==> config.mk <==
export PLATFORM = sky130hd
export DESIGN_NAME = pdi_dram_if
export DESIGN_NICKNAME = d
export VERILOG_FILES = /design/src/logic/pdi_pkg.sv /design/src/logic/pdi_timing_gen.sv /design/src/logic/pdi_dram_if.sv
export SDC_FILE = /design/constraint.sdc
export NUM_CORES = 1
export LEC_CHECK = 0
export ABC_AREA = 1
export BUFFER_PORTS_ARGS = -buffer_cell sky130_fd_sc_hd__buf_4
export CORE_MARGIN = 10
export CORE_UTILIZATION = 55
export DETAILED_ROUTE_END_ITERATION = 12
export GPL_TIMING_DRIVEN = 0
export PLACE_DENSITY = 0.82
export SETUP_SLACK_MARGIN = 0.15
export SYNTH_ARGS = -nofsm -noshare
export SYNTH_HDL_FRONTEND = slang
export SYNTH_SLANG_ARGS = --single-unit
==> constraint.sdc <==
create_clock -name mclk -period 5.21 [get_ports mclk]
set_clock_uncertainty 0.15 [all_clocks]
set_input_delay 0.521 -clock mclk [delete_from_list [all_inputs] [get_ports mclk]]
set_output_delay 0.521 -clock mclk [all_outputs]
set_load 0.01 [all_outputs]
==> src/logic/pdi_pkg.sv <==
// shared constants and types of the processor dram interface
package pdi_pkg;

	// ---------------------------------------------------------------
	// widths and memory map
	// ---------------------------------------------------------------
	localparam int           ADDR_W      = 16;
	localparam int           DATA_W      = 16;
	localparam int           ROW_W       = 7;
	localparam int           COL_W       = 7;
	localparam int           PROM_AW     = 12;
	localparam int           DRAM_WORDS  = 16384;
	localparam int           PROM_WORDS  = 4096;
	localparam int           ROW_COUNT   = 128;
	localparam logic [15:0]  DRAM_TOP    = 16'h3fff;
	localparam logic [15:0]  UNUSED_HI   = 16'hf7ff;
	localparam logic [15:0]  PROM_BASE   = 16'hf800;
	localparam logic [15:0]  PRO_BASE_DEF = 16'h0000;
	localparam logic [15:0]  PRO_LIM_DEF  = 16'h00ff;
	localparam logic [15:0]  OSD_BASE_DEF = 16'h0100;
	localparam logic [15:0]  OSD_LIM_DEF  = 16'h01ff;

	// ---------------------------------------------------------------
	// timing
	// ---------------------------------------------------------------
	localparam int CLK_PERIOD_NS   = 100;
	localparam int PROC_MIN_NS     = 222;
	localparam int PROC_TYP_NS     = 243;
	localparam int PAGE_MIN_NS     = 170;
	localparam int RAND_MIN_NS     = 375;
	localparam int DWELL_US        = 10;
	localparam int REFRESH_MS      = 2;
	// four intervals of one mclk each
	localparam int INTERVALS       = 4;
	localparam int PAGE_CYC        = INTERVALS;
	localparam int RAND_CYC        = 2 * INTERVALS;
	localparam int HOLD_CYC        = RAND_CYC - PAGE_CYC;
	localparam int PAGE_MIN_CYC    = (PAGE_MIN_NS + CLK_PERIOD_NS - 1) / CLK_PERIOD_NS;
	localparam int RAND_MIN_CYC    = (RAND_MIN_NS + CLK_PERIOD_NS - 1) / CLK_PERIOD_NS;
	localparam int PROC_MIN_CYC    = (PROC_MIN_NS + CLK_PERIOD_NS - 1) / CLK_PERIOD_NS;
	localparam int DWELL_CYC       = (DWELL_US * 1000) / CLK_PERIOD_NS;
	localparam int DWELL_W         = 7;
	localparam int REFRESH_CYC_DEF = (REFRESH_MS * 1000000) / CLK_PERIOD_NS;

	typedef enum logic [1:0] {
		PDI_IDLE,
		PDI_PAGE,
		PDI_RAND,
		PDI_ROM
	} pdi_state_t;

endpackage : pdi_pkg

==> src/logic/pdi_timing_gen.sv <==
// two-phase processor clock generator with random-access stretch
`timescale 1ns/1ps
module pdi_timing_gen
	import pdi_pkg::*;
(
	input  wire logic mclk,
	input  wire logic rst_b,
	input  wire logic stretch,
	output logic      phase0_clock,
	output logic      phase1_clock,
	output logic      last_interval
);

	typedef struct packed {
		logic [1:0] t;
		logic       holding;
		logic [2:0] hcnt;
		logic       ph0;
		logic       ph1;
	} pdi_tg_t;

	pdi_tg_t q_ff;
	pdi_tg_t nxt_q;
	logic [1:0] t_inc;

	always_comb begin
		nxt_q = q_ff;
		t_inc = q_ff.t + 2'h1;
		if (q_ff.holding) begin
			if (q_ff.hcnt == 3'(HOLD_CYC - 1)) begin
				nxt_q.holding = 1'b0;
				nxt_q.t       = 2'h0;
				nxt_q.ph0     = 1'b1;
				nxt_q.ph1     = 1'b0;
			end else begin
				nxt_q.hcnt = q_ff.hcnt + 3'h1;
			end
		end else if (q_ff.t == 2'h3 && stretch) begin
			// clocks frozen low for a second processor cycle
			nxt_q.holding = 1'b1;
			nxt_q.hcnt    = 3'h0;
		end else begin
			nxt_q.t   = t_inc;
			nxt_q.ph0 = (t_inc == 2'h0) || (t_inc == 2'h1);
			nxt_q.ph1 = (t_inc == 2'h2);
		end
	end

	always_ff @(posedge mclk or negedge rst_b) begin
		if (!rst_b) begin
			q_ff <= '{t: 2'h0, holding: 1'b0, hcnt: 3'h0, ph0: 1'b1, ph1: 1'b0};
		end else begin
			q_ff <= nxt_q;
		end
	end

	assign phase0_clock  = q_ff.ph0;
	assign phase1_clock  = q_ff.ph1;
	// high in the mclk just before t1 begins; cycle is 4 mclk = 400 ns
	assign last_interval = (q_ff.holding && q_ff.hcnt == 3'(HOLD_CYC - 1)) ||
		(!q_ff.holding && q_ff.t == 2'h3 && !stretch);

endmodule : pdi_timing_gen

==> src/logic/pdi_dram_if.sv <==
// processor dram/prom interface: page or random cycles, refresh timer, protection
//
// Operation
// - serve 16K dram words and 4K prom; only 2K prom words (f800-ffff, prom_addr 800-fff) are mapped here
// - row on ras fall, then column on cas
// - same row: page cycles, new column only
// - after 10 us page, precharge, next random
// - page >= 170 ns, random >= 375 ns
// - page one processor cycle, random two
// - page or random chosen by hardware
// - word or byte read, sign or zero
// - refresh request about every 2 ms
// - all 128 rows strobed during refresh
// - refresh tick drives the software clock
// - prologue, os data, unused, prom privileged
// - unauthorized privileged write becomes read, fault
// - page fault stalls clock during random access
// - two phases give four intervals per cycle
// - processor cycle at least 222 ns
`timescale 1ns/1ps
module pdi_dram_if
	import pdi_pkg::*;
#(
	parameter int          REFRESH_CYC = REFRESH_CYC_DEF,
	parameter logic [15:0] PRO_BASE    = PRO_BASE_DEF,
	parameter logic [15:0] PRO_LIM     = PRO_LIM_DEF,
	parameter logic [15:0] OSD_BASE    = OSD_BASE_DEF,
	parameter logic [15:0] OSD_LIM     = OSD_LIM_DEF
) (
	input  wire logic                mclk,
	input  wire logic                rst_b,
	input  wire logic                mem_req,
	input  wire logic                mem_write,
	input  wire logic [ADDR_W-1:0]   mem_addr,
	input  wire logic [DATA_W-1:0]   mem_wdata,
	input  wire logic                byte_mode,
	input  wire logic                byte_high,
	input  wire logic                sign_extend,
	input  wire logic                write_authorized,
	input  wire logic                fault_clear,
	input  wire logic                refresh_ack,
	input  wire logic [DATA_W-1:0]   dram_dq_in,
	input  wire logic [DATA_W-1:0]   prom_data,
	output logic                     mem_done,
	output logic [DATA_W-1:0]        mem_rdata,
	output logic                     protect_fault,
	output logic                     refresh_req,
	output logic                     clock_tick,
	output logic                     page_fault,
	output logic                     phase0_clock,
	output logic                     phase1_clock,
	output logic [ROW_W-1:0]         dram_addr,
	output logic                     dram_ras_n,
	output logic                     dram_cas_n,
	output logic                     dram_we_n,
	output logic [DATA_W-1:0]        dram_dq_out,
	output logic                     dram_dq_oe,
	output logic [PROM_AW-1:0]       prom_addr,
	output logic                     prom_cs_n
);

	localparam int RT_W = $clog2(REFRESH_CYC);

	// ---------------------------------------------------------------
	// state
	// ---------------------------------------------------------------
	typedef struct packed {
		pdi_state_t         st;
		logic [2:0]         step;
		logic               ras_n;
		logic               cas_n;
		logic               we_n;
		logic               dq_oe;
		logic [ROW_W-1:0]   a;
		logic [DATA_W-1:0]  dq_out;
		logic [ROW_W-1:0]   row;
		logic               row_open;
		logic [DWELL_W-1:0] dwell;
		logic [RT_W-1:0]    rtmr;
		logic               rfsh;
		logic               tick;
		logic               fault;
		logic               pf;
		logic [DATA_W-1:0]  rdata;
		logic               done;
		logic               cs_n;
		logic [PROM_AW-1:0] pa;
		logic               rom_hit;
		logic               wr;
		logic               bmode;
		logic               bhi;
		logic               sx;
	} pdi_core_t;

	pdi_core_t q_ff;
	pdi_core_t nxt_q;
	logic      last;

	pdi_timing_gen u_tg (
		.mclk          (mclk),
		.rst_b         (rst_b),
		.stretch       (q_ff.pf),
		.phase0_clock  (phase0_clock),
		.phase1_clock  (phase1_clock),
		.last_interval (last)
	);

	// ---------------------------------------------------------------
	// decoding
	// ---------------------------------------------------------------
	function automatic logic pdi_priv(input logic [ADDR_W-1:0] a);
		pdi_priv = (a >= PRO_BASE && a <= PRO_LIM) ||
			(a >= OSD_BASE && a <= OSD_LIM) ||
			(a > DRAM_TOP && a <= UNUSED_HI) ||
			(a >= PROM_BASE);
	endfunction : pdi_priv

	function automatic logic [DATA_W-1:0] pdi_unpack(
		input logic [DATA_W-1:0] w,
		input logic              bmode,
		input logic              bhi,
		input logic              sx
	);
		logic [7:0] b;
		b = bhi ? w[15:8] : w[7:0];
		if (!bmode) begin
			pdi_unpack = w;
		end else begin
			pdi_unpack = {{8{sx & b[7]}}, b};
		end
	endfunction : pdi_unpack

	logic [ROW_W-1:0] req_row;
	logic [COL_W-1:0] req_col;
	logic             req_dram;
	logic             req_wr;
	logic             blocked;
	logic             page_ok;

	assign req_row  = mem_addr[COL_W +: ROW_W];
	assign req_col  = mem_addr[COL_W-1:0];
	assign req_dram = (mem_addr <= DRAM_TOP);
	assign blocked  = mem_write && !write_authorized && pdi_priv(mem_addr);
	assign req_wr   = mem_write && !blocked;
	// page access only if it can finish inside the dwell window
	assign page_ok  = q_ff.row_open && (q_ff.row == req_row) &&
		(q_ff.dwell <= DWELL_W'(DWELL_CYC - PAGE_CYC));

	// ---------------------------------------------------------------
	// next state
	// ---------------------------------------------------------------
	always_comb begin
		nxt_q      = q_ff;
		nxt_q.done = 1'b0;
		nxt_q.tick = 1'b0;

		// refresh timer; same tick feeds the software clock
		if (q_ff.rtmr == RT_W'(REFRESH_CYC - 1)) begin
			nxt_q.rtmr = '0;
			nxt_q.tick = 1'b1;
		end else begin
			nxt_q.rtmr = q_ff.rtmr + RT_W'(1);
		end
		if (refresh_ack) begin
			nxt_q.rfsh = 1'b0;
		end
		if (q_ff.rtmr == RT_W'(REFRESH_CYC - 1)) begin
			nxt_q.rfsh = 1'b1;
		end

		if (fault_clear) begin
			nxt_q.fault = 1'b0;
		end

		if (q_ff.row_open && q_ff.dwell != {DWELL_W{1'b1}}) begin
			nxt_q.dwell = q_ff.dwell + DWELL_W'(1);
		end

		unique case (q_ff.st)
			PDI_IDLE: begin
				if (q_ff.row_open && q_ff.dwell > DWELL_W'(DWELL_CYC - PAGE_CYC)) begin
					nxt_q.ras_n    = 1'b1;
					nxt_q.row_open = 1'b0;
				end
			end
			PDI_PAGE: begin
				nxt_q.step = q_ff.step + 3'h1;
				if (q_ff.step == 3'h0) begin
					nxt_q.cas_n = 1'b0;
					nxt_q.we_n  = !q_ff.wr;
				end
				if (q_ff.step == 3'(PAGE_CYC - 1)) begin
					nxt_q.cas_n = 1'b1;
					nxt_q.we_n  = 1'b1;
					nxt_q.dq_oe = 1'b0;
					nxt_q.rdata = pdi_unpack(dram_dq_in, q_ff.bmode, q_ff.bhi, q_ff.sx);
					nxt_q.done  = 1'b1;
					nxt_q.st    = PDI_IDLE;
				end
			end
			PDI_RAND: begin
				nxt_q.step = q_ff.step + 3'h1;
				unique case (q_ff.step)
					3'h1: begin
						// row latched as ras falls after two precharge cycles
						nxt_q.ras_n    = 1'b0;
						nxt_q.row_open = 1'b1;
						nxt_q.dwell    = '0;
					end
					3'h2: begin
						nxt_q.a = q_ff.pa[COL_W-1:0];
					end
					3'h3: begin
						nxt_q.cas_n = 1'b0;
						nxt_q.we_n  = !q_ff.wr;
					end
					3'h7: begin
						nxt_q.cas_n = 1'b1;
						nxt_q.we_n  = 1'b1;
						nxt_q.dq_oe = 1'b0;
						nxt_q.pf    = 1'b0;
						nxt_q.rdata = pdi_unpack(dram_dq_in, q_ff.bmode, q_ff.bhi, q_ff.sx);
						nxt_q.done  = 1'b1;
						nxt_q.st    = PDI_IDLE;
					end
					default: begin
					end
				endcase
			end
			PDI_ROM: begin
				nxt_q.step = q_ff.step + 3'h1;
				// back-to-back prom reads must not keep a row open past its limit
				if (q_ff.row_open && q_ff.dwell > DWELL_W'(DWELL_CYC - PAGE_CYC)) begin
					nxt_q.ras_n    = 1'b1;
					nxt_q.row_open = 1'b0;
				end
				if (q_ff.step == 3'(PAGE_CYC - 1)) begin
					nxt_q.cs_n  = 1'b1;
					nxt_q.rdata = pdi_unpack(q_ff.rom_hit ? prom_data : '0,
						q_ff.bmode, q_ff.bhi, q_ff.sx);
					nxt_q.done  = 1'b1;
					nxt_q.st    = PDI_IDLE;
				end
			end
		endcase

		// new access taken only at the end of a processor cycle
		if (last && mem_req && (nxt_q.st == PDI_IDLE)) begin
			nxt_q.step  = 3'h0;
			nxt_q.wr    = req_wr;
			nxt_q.bmode = byte_mode;
			nxt_q.bhi   = byte_high;
			nxt_q.sx    = sign_extend;
			nxt_q.pa    = mem_addr[PROM_AW-1:0];
			if (blocked) begin
				nxt_q.fault = 1'b1;
			end
			if (!req_dram) begin
				nxt_q.st      = PDI_ROM;
				nxt_q.rom_hit = (mem_addr >= PROM_BASE);
				nxt_q.cs_n    = !(mem_addr >= PROM_BASE);
			end else begin
				nxt_q.dq_out = mem_wdata;
				nxt_q.dq_oe  = req_wr;
				if (page_ok) begin
					nxt_q.st = PDI_PAGE;
					nxt_q.a  = req_col;
				end else begin
					// any row change strobes ras, so a refresh sweep of
					// all rows runs as random cycles
					nxt_q.st       = PDI_RAND;
					nxt_q.pf       = 1'b1;
					nxt_q.ras_n    = 1'b1;
					nxt_q.row_open = 1'b0;
					nxt_q.row      = req_row;
					nxt_q.a        = req_row;
				end
			end
		end
	end

	always_ff @(posedge mclk or negedge rst_b) begin
		if (!rst_b) begin
			q_ff       <= '0;
			q_ff.st    <= PDI_IDLE;
			q_ff.ras_n <= 1'b1;
			q_ff.cas_n <= 1'b1;
			q_ff.we_n  <= 1'b1;
			q_ff.cs_n  <= 1'b1;
		end else begin
			q_ff <= nxt_q;
		end
	end

	// ---------------------------------------------------------------
	// outputs
	// ---------------------------------------------------------------
	assign mem_done      = q_ff.done;
	assign mem_rdata     = q_ff.rdata;
	assign protect_fault = q_ff.fault;
	assign refresh_req   = q_ff.rfsh;
	assign clock_tick    = q_ff.tick;
	assign page_fault    = q_ff.pf;
	assign dram_addr     = q_ff.a;
	assign dram_ras_n    = q_ff.ras_n;
	assign dram_cas_n    = q_ff.cas_n;
	assign dram_we_n     = q_ff.we_n;
	assign dram_dq_out   = q_ff.dq_out;
	assign dram_dq_oe    = q_ff.dq_oe;
	assign prom_addr     = q_ff.pa;
	assign prom_cs_n     = q_ff.cs_n;

endmodule : pdi_dram_if

==> results.toml <==
[outcome]
status = "completed"

[setup_path]
reg2reg_from = "q_ff[100]$_DFF_PN0_"
crit_fanout = 10
worstPathRequired_ns = 5.38
critical_path_class = "reg2reg"
worst-r2r-cell-count = 9
setup.worst_path.start_class = "flip-flop"
signal_arrival_time_at_the_worst_endpoint_ns = 2.37
reg2reg_setup_slack_ns = 3.01
worst_setup_path_end_kind = "flip-flop"
r2r_end = "mem_rdata[11]$_DFFE_PN0P_"
critical_path.startpoint = "q_ff[100]$_DFF_PN0_"

[timing]
rsz_0062_raised_after_global_routing = "false"
finalHoldViolCount = 0
worst-slew-pin-transition_ns = 0.7483
report.final.setup_viol = 0
report.final.slew_viol_count = 0
tns_ns = 0
timing.fmax_mhz = 453.7
slew-limit-headroom_pct = 49.73
final_min_period_over_clock_period_pct = 42.31
final_critical_path_time_including_i_o_delays_and_setup_ns = 2.204

[floorplan]
num_rows = 38
dieArea_sq_um = 15440
boundaryPins = 137
die_height_um = 124.3
die_width_um = 124.3
initial_core_util_pct = 55.64
core_box_area_sq_um = 10750

[cells_and_area]
multiInputGateArea_sq_um = 2382
area_growth_syn_to_layout_pct = 23.80
fillCellCount = 923
post_route_cells_drive_above_1_share_pct = 26.70
layout_commonest_cell = "buf_4"
final_cells = 1039
register_area_sq_um = 2734
layout.core_utilization_pct = 68.88
numnets_final = 985
mostFrequentLayoutCells = "189 x buf_4, 188 x nand2_1, 104 x dfrtp_1"
count_of_inserted_antenna_diode_cells = 0

[worst_hold_path]
hold_path_depth = 2
hold_path.class = "in2reg"
timing.hold.worst.start = "fault_clear"
hold-path-endpoint = "protect_fault$_DFF_PN0_"

[global_route]
grt_use_met2_pct = 30.37
top_usage_layer = "met2"
first_global_vias = 5064
grt_first_pass_wirelength_mm = 24.72
grt_util_all_layers_pct = 18.92
grt_antenna_before_repair = 0
grt.met1_usage_pct = 24.82
grt_remaining_overflow = 0
grt_start_max_net_pins = 110
grt.met3_usage_pct = 3.915

[cts]
tritoncts.num_buffers = 9
tritoncts = "done"
post_cts.resized_instances = 0
cts_htree_levels = 3
clk_root_buffer_cell = "clkbuf_8"
worst_skew_pair.late_latency_ns = 0.38
cts.sink_count = 109
cts.path.max_buffers = 2
cts.clk_slew.worst_paths_ns = 0.09

[routing]
vias = 5216
viasPerCell = 5.020
drc = 0
detail_route.first_pass.iterations = 5
post_drt_wl_per_cell_um = 14.34
antenna_violating_nets_post_route = 0
drt_first_iter_violations = 389
detail_route.wirelength_mm = 14.90

[logic_synthesis]
netlist-cell-type-count = 39
syn_area_per_cell_sq_um = 8.024
ys_dominant_reg_cell = "dfrtp_1"
yosysWarningCount = 0
mappedNetlistNets = 836
post_synth_instance_area_sq_um = 5978
synth_enable_flop_cells = 0
synthCells = 745
synth_seq_cells = 109
synth.yosys.seq_area_share_pct = 45.73
async_reset_ff_share_pct = 100.0

[place]
placement.io_buffers = 136
routabilityCongestion = 0.9066
dp.cells = 1021
dpl.hpwl_mm = 11.45

[power_and_ir_drop]
share_seq_of_total_power_pct = 36.9
psw_w = 0.001455
static-leakage-power_nw = 3.988
sw_frac_of_total_pct = 38.80
maximum_ir_drop_on_the_vdd_rail_mv = 0.2763
cellInternalPower_w = 0.002295
combPwrFrac_pct = 50.1
clockPowerShare_pct = 12.9
cellPowerDensity_nw_per_um2 = 506.6

[flow_run]
max_cap_viol_count = 0
per-layer routing:
layer	part of all wire, %	wire length (um)
met1	45	6733
met2	47	6979
met3	6.2	920
met4	1.8	265
met5	0	0
worst max-delay path, cell delays in order (launching register included):
cell	delay, ns
dfrtp_1	0.44
inv_1	0.11
ha_1	0.24
inv_1	0.11
o21ai_2	0.36
buf_2	0.31
o211ai_1	0.12
nand2_1	0.13
o21ai_0	0.10
inv_1	0.07
power by group through the flow:
stage	combinational [W]	sequential, W	clock (W)
floorplan	0.00122	0.00136	0
global placement	0.00185	0.00139	0
detailed placement	0.00189	0.00140	0
CTS	0.00190	0.00138	0.000499
global route	0.00212	0.00142	0.000533
finish	0.00188	0.00139	0.000485
cell type report:
class                      count  area share [%]
multi-input combinational    469           32.19
buffer                        71           6.779
clock inverter                 5          0.4565
clock buffer                  11           2.046
tap                          140           2.367
inverter                      96           4.869
sequential                   109           36.94
timing repair buffer         138           14.35
sequential cells by signal (all words and copies together) (netlist names), 6 cells and up:
| signal | flops |
|---|---|
| dram_dq_out | 16 |
| q_ff | 40 |
| u_tg.q_ff | 6 |
| mem_rdata | 16 |
| dram_addr | 7 |
| prom_addr | 12 |
worst max path at each step:
stage	endpoint	slack, ns	depth (start not counted)
floorplan	prom_addr[1]$_DFFE_PN0P_	3.31	12
global placement	mem_rdata[8]$_DFFE_PN0P_	3.06	11
detailed placement	dram_addr[6]$_DFF_PN0_	3.03	6
CTS	mem_rdata[11]$_DFFE_PN0P_	3.03	9
global route	mem_rdata[4]$_DFFE_PN0P_	2.78	10
finish	mem_rdata[11]$_DFFE_PN0P_	3.01	9
through the flow:
step                      setup WS (ns)  instance area [sq um]  total power (W)  hold slack, ns
after CTS                         3.027                   7360         0.003782          0.1591
after global placement            3.062                   7174         0.003236          0.2997
after floorplan                   3.311                   5978         0.002585         0.07541
after detailed placement          3.030                   7174         0.003291          0.3027
after global routing              2.777                   7401         0.004074          0.1716
final                             3.006                   7401         0.003750          0.1730
what timing repair did:
| item | in CTS | in global routing |
|---|---|---|
| endpoints found under the setup margin | 0 | 0 |
| hold buffers | 0 | 1 |
| endpoints found under the hold margin | 0 | 2 |
| setup buffers | 0 | 0 |
cell families (layout without fill, tap and decap cells):
family | count (synthesis) | in the layout | share of synthesized area (%)
and+or+nand+nor | 306 | 306 | 21.60
buffers and inverters | 167 | 321 | 14.42
AOI/OAI and AO/OA | 132 | 132 | 12.64
DFF | 109 | 109 | 45.73
adders and majority gates | 17 | 17 | 3.558
xor gates and xnor gates | 14 | 14 | 2.051
synth_stat cells, drive strengths merged, types with 6 or more instances:
| library cell | count | area, sq um |
|---|---|---|
| clkbuf | 6 | 22.52 |
| o21ai | 71 | 362.8 |
| dfrtp | 104 | 2603 |
| nor2 | 48 | 196.4 |
| a21oi | 28 | 143.9 |
| buf | 65 | 479.2 |
| nand2 | 191 | 734.5 |
| nor3 | 6 | 35.03 |
| xor2 | 11 | 96.34 |
| inv | 95 | 356.6 |
| ha | 17 | 212.7 |
| o211ai | 13 | 97.59 |
| o21bai | 7 | 52.55 |
| nand3 | 47 | 235.2 |
Power figures use the tool's default switching activity.
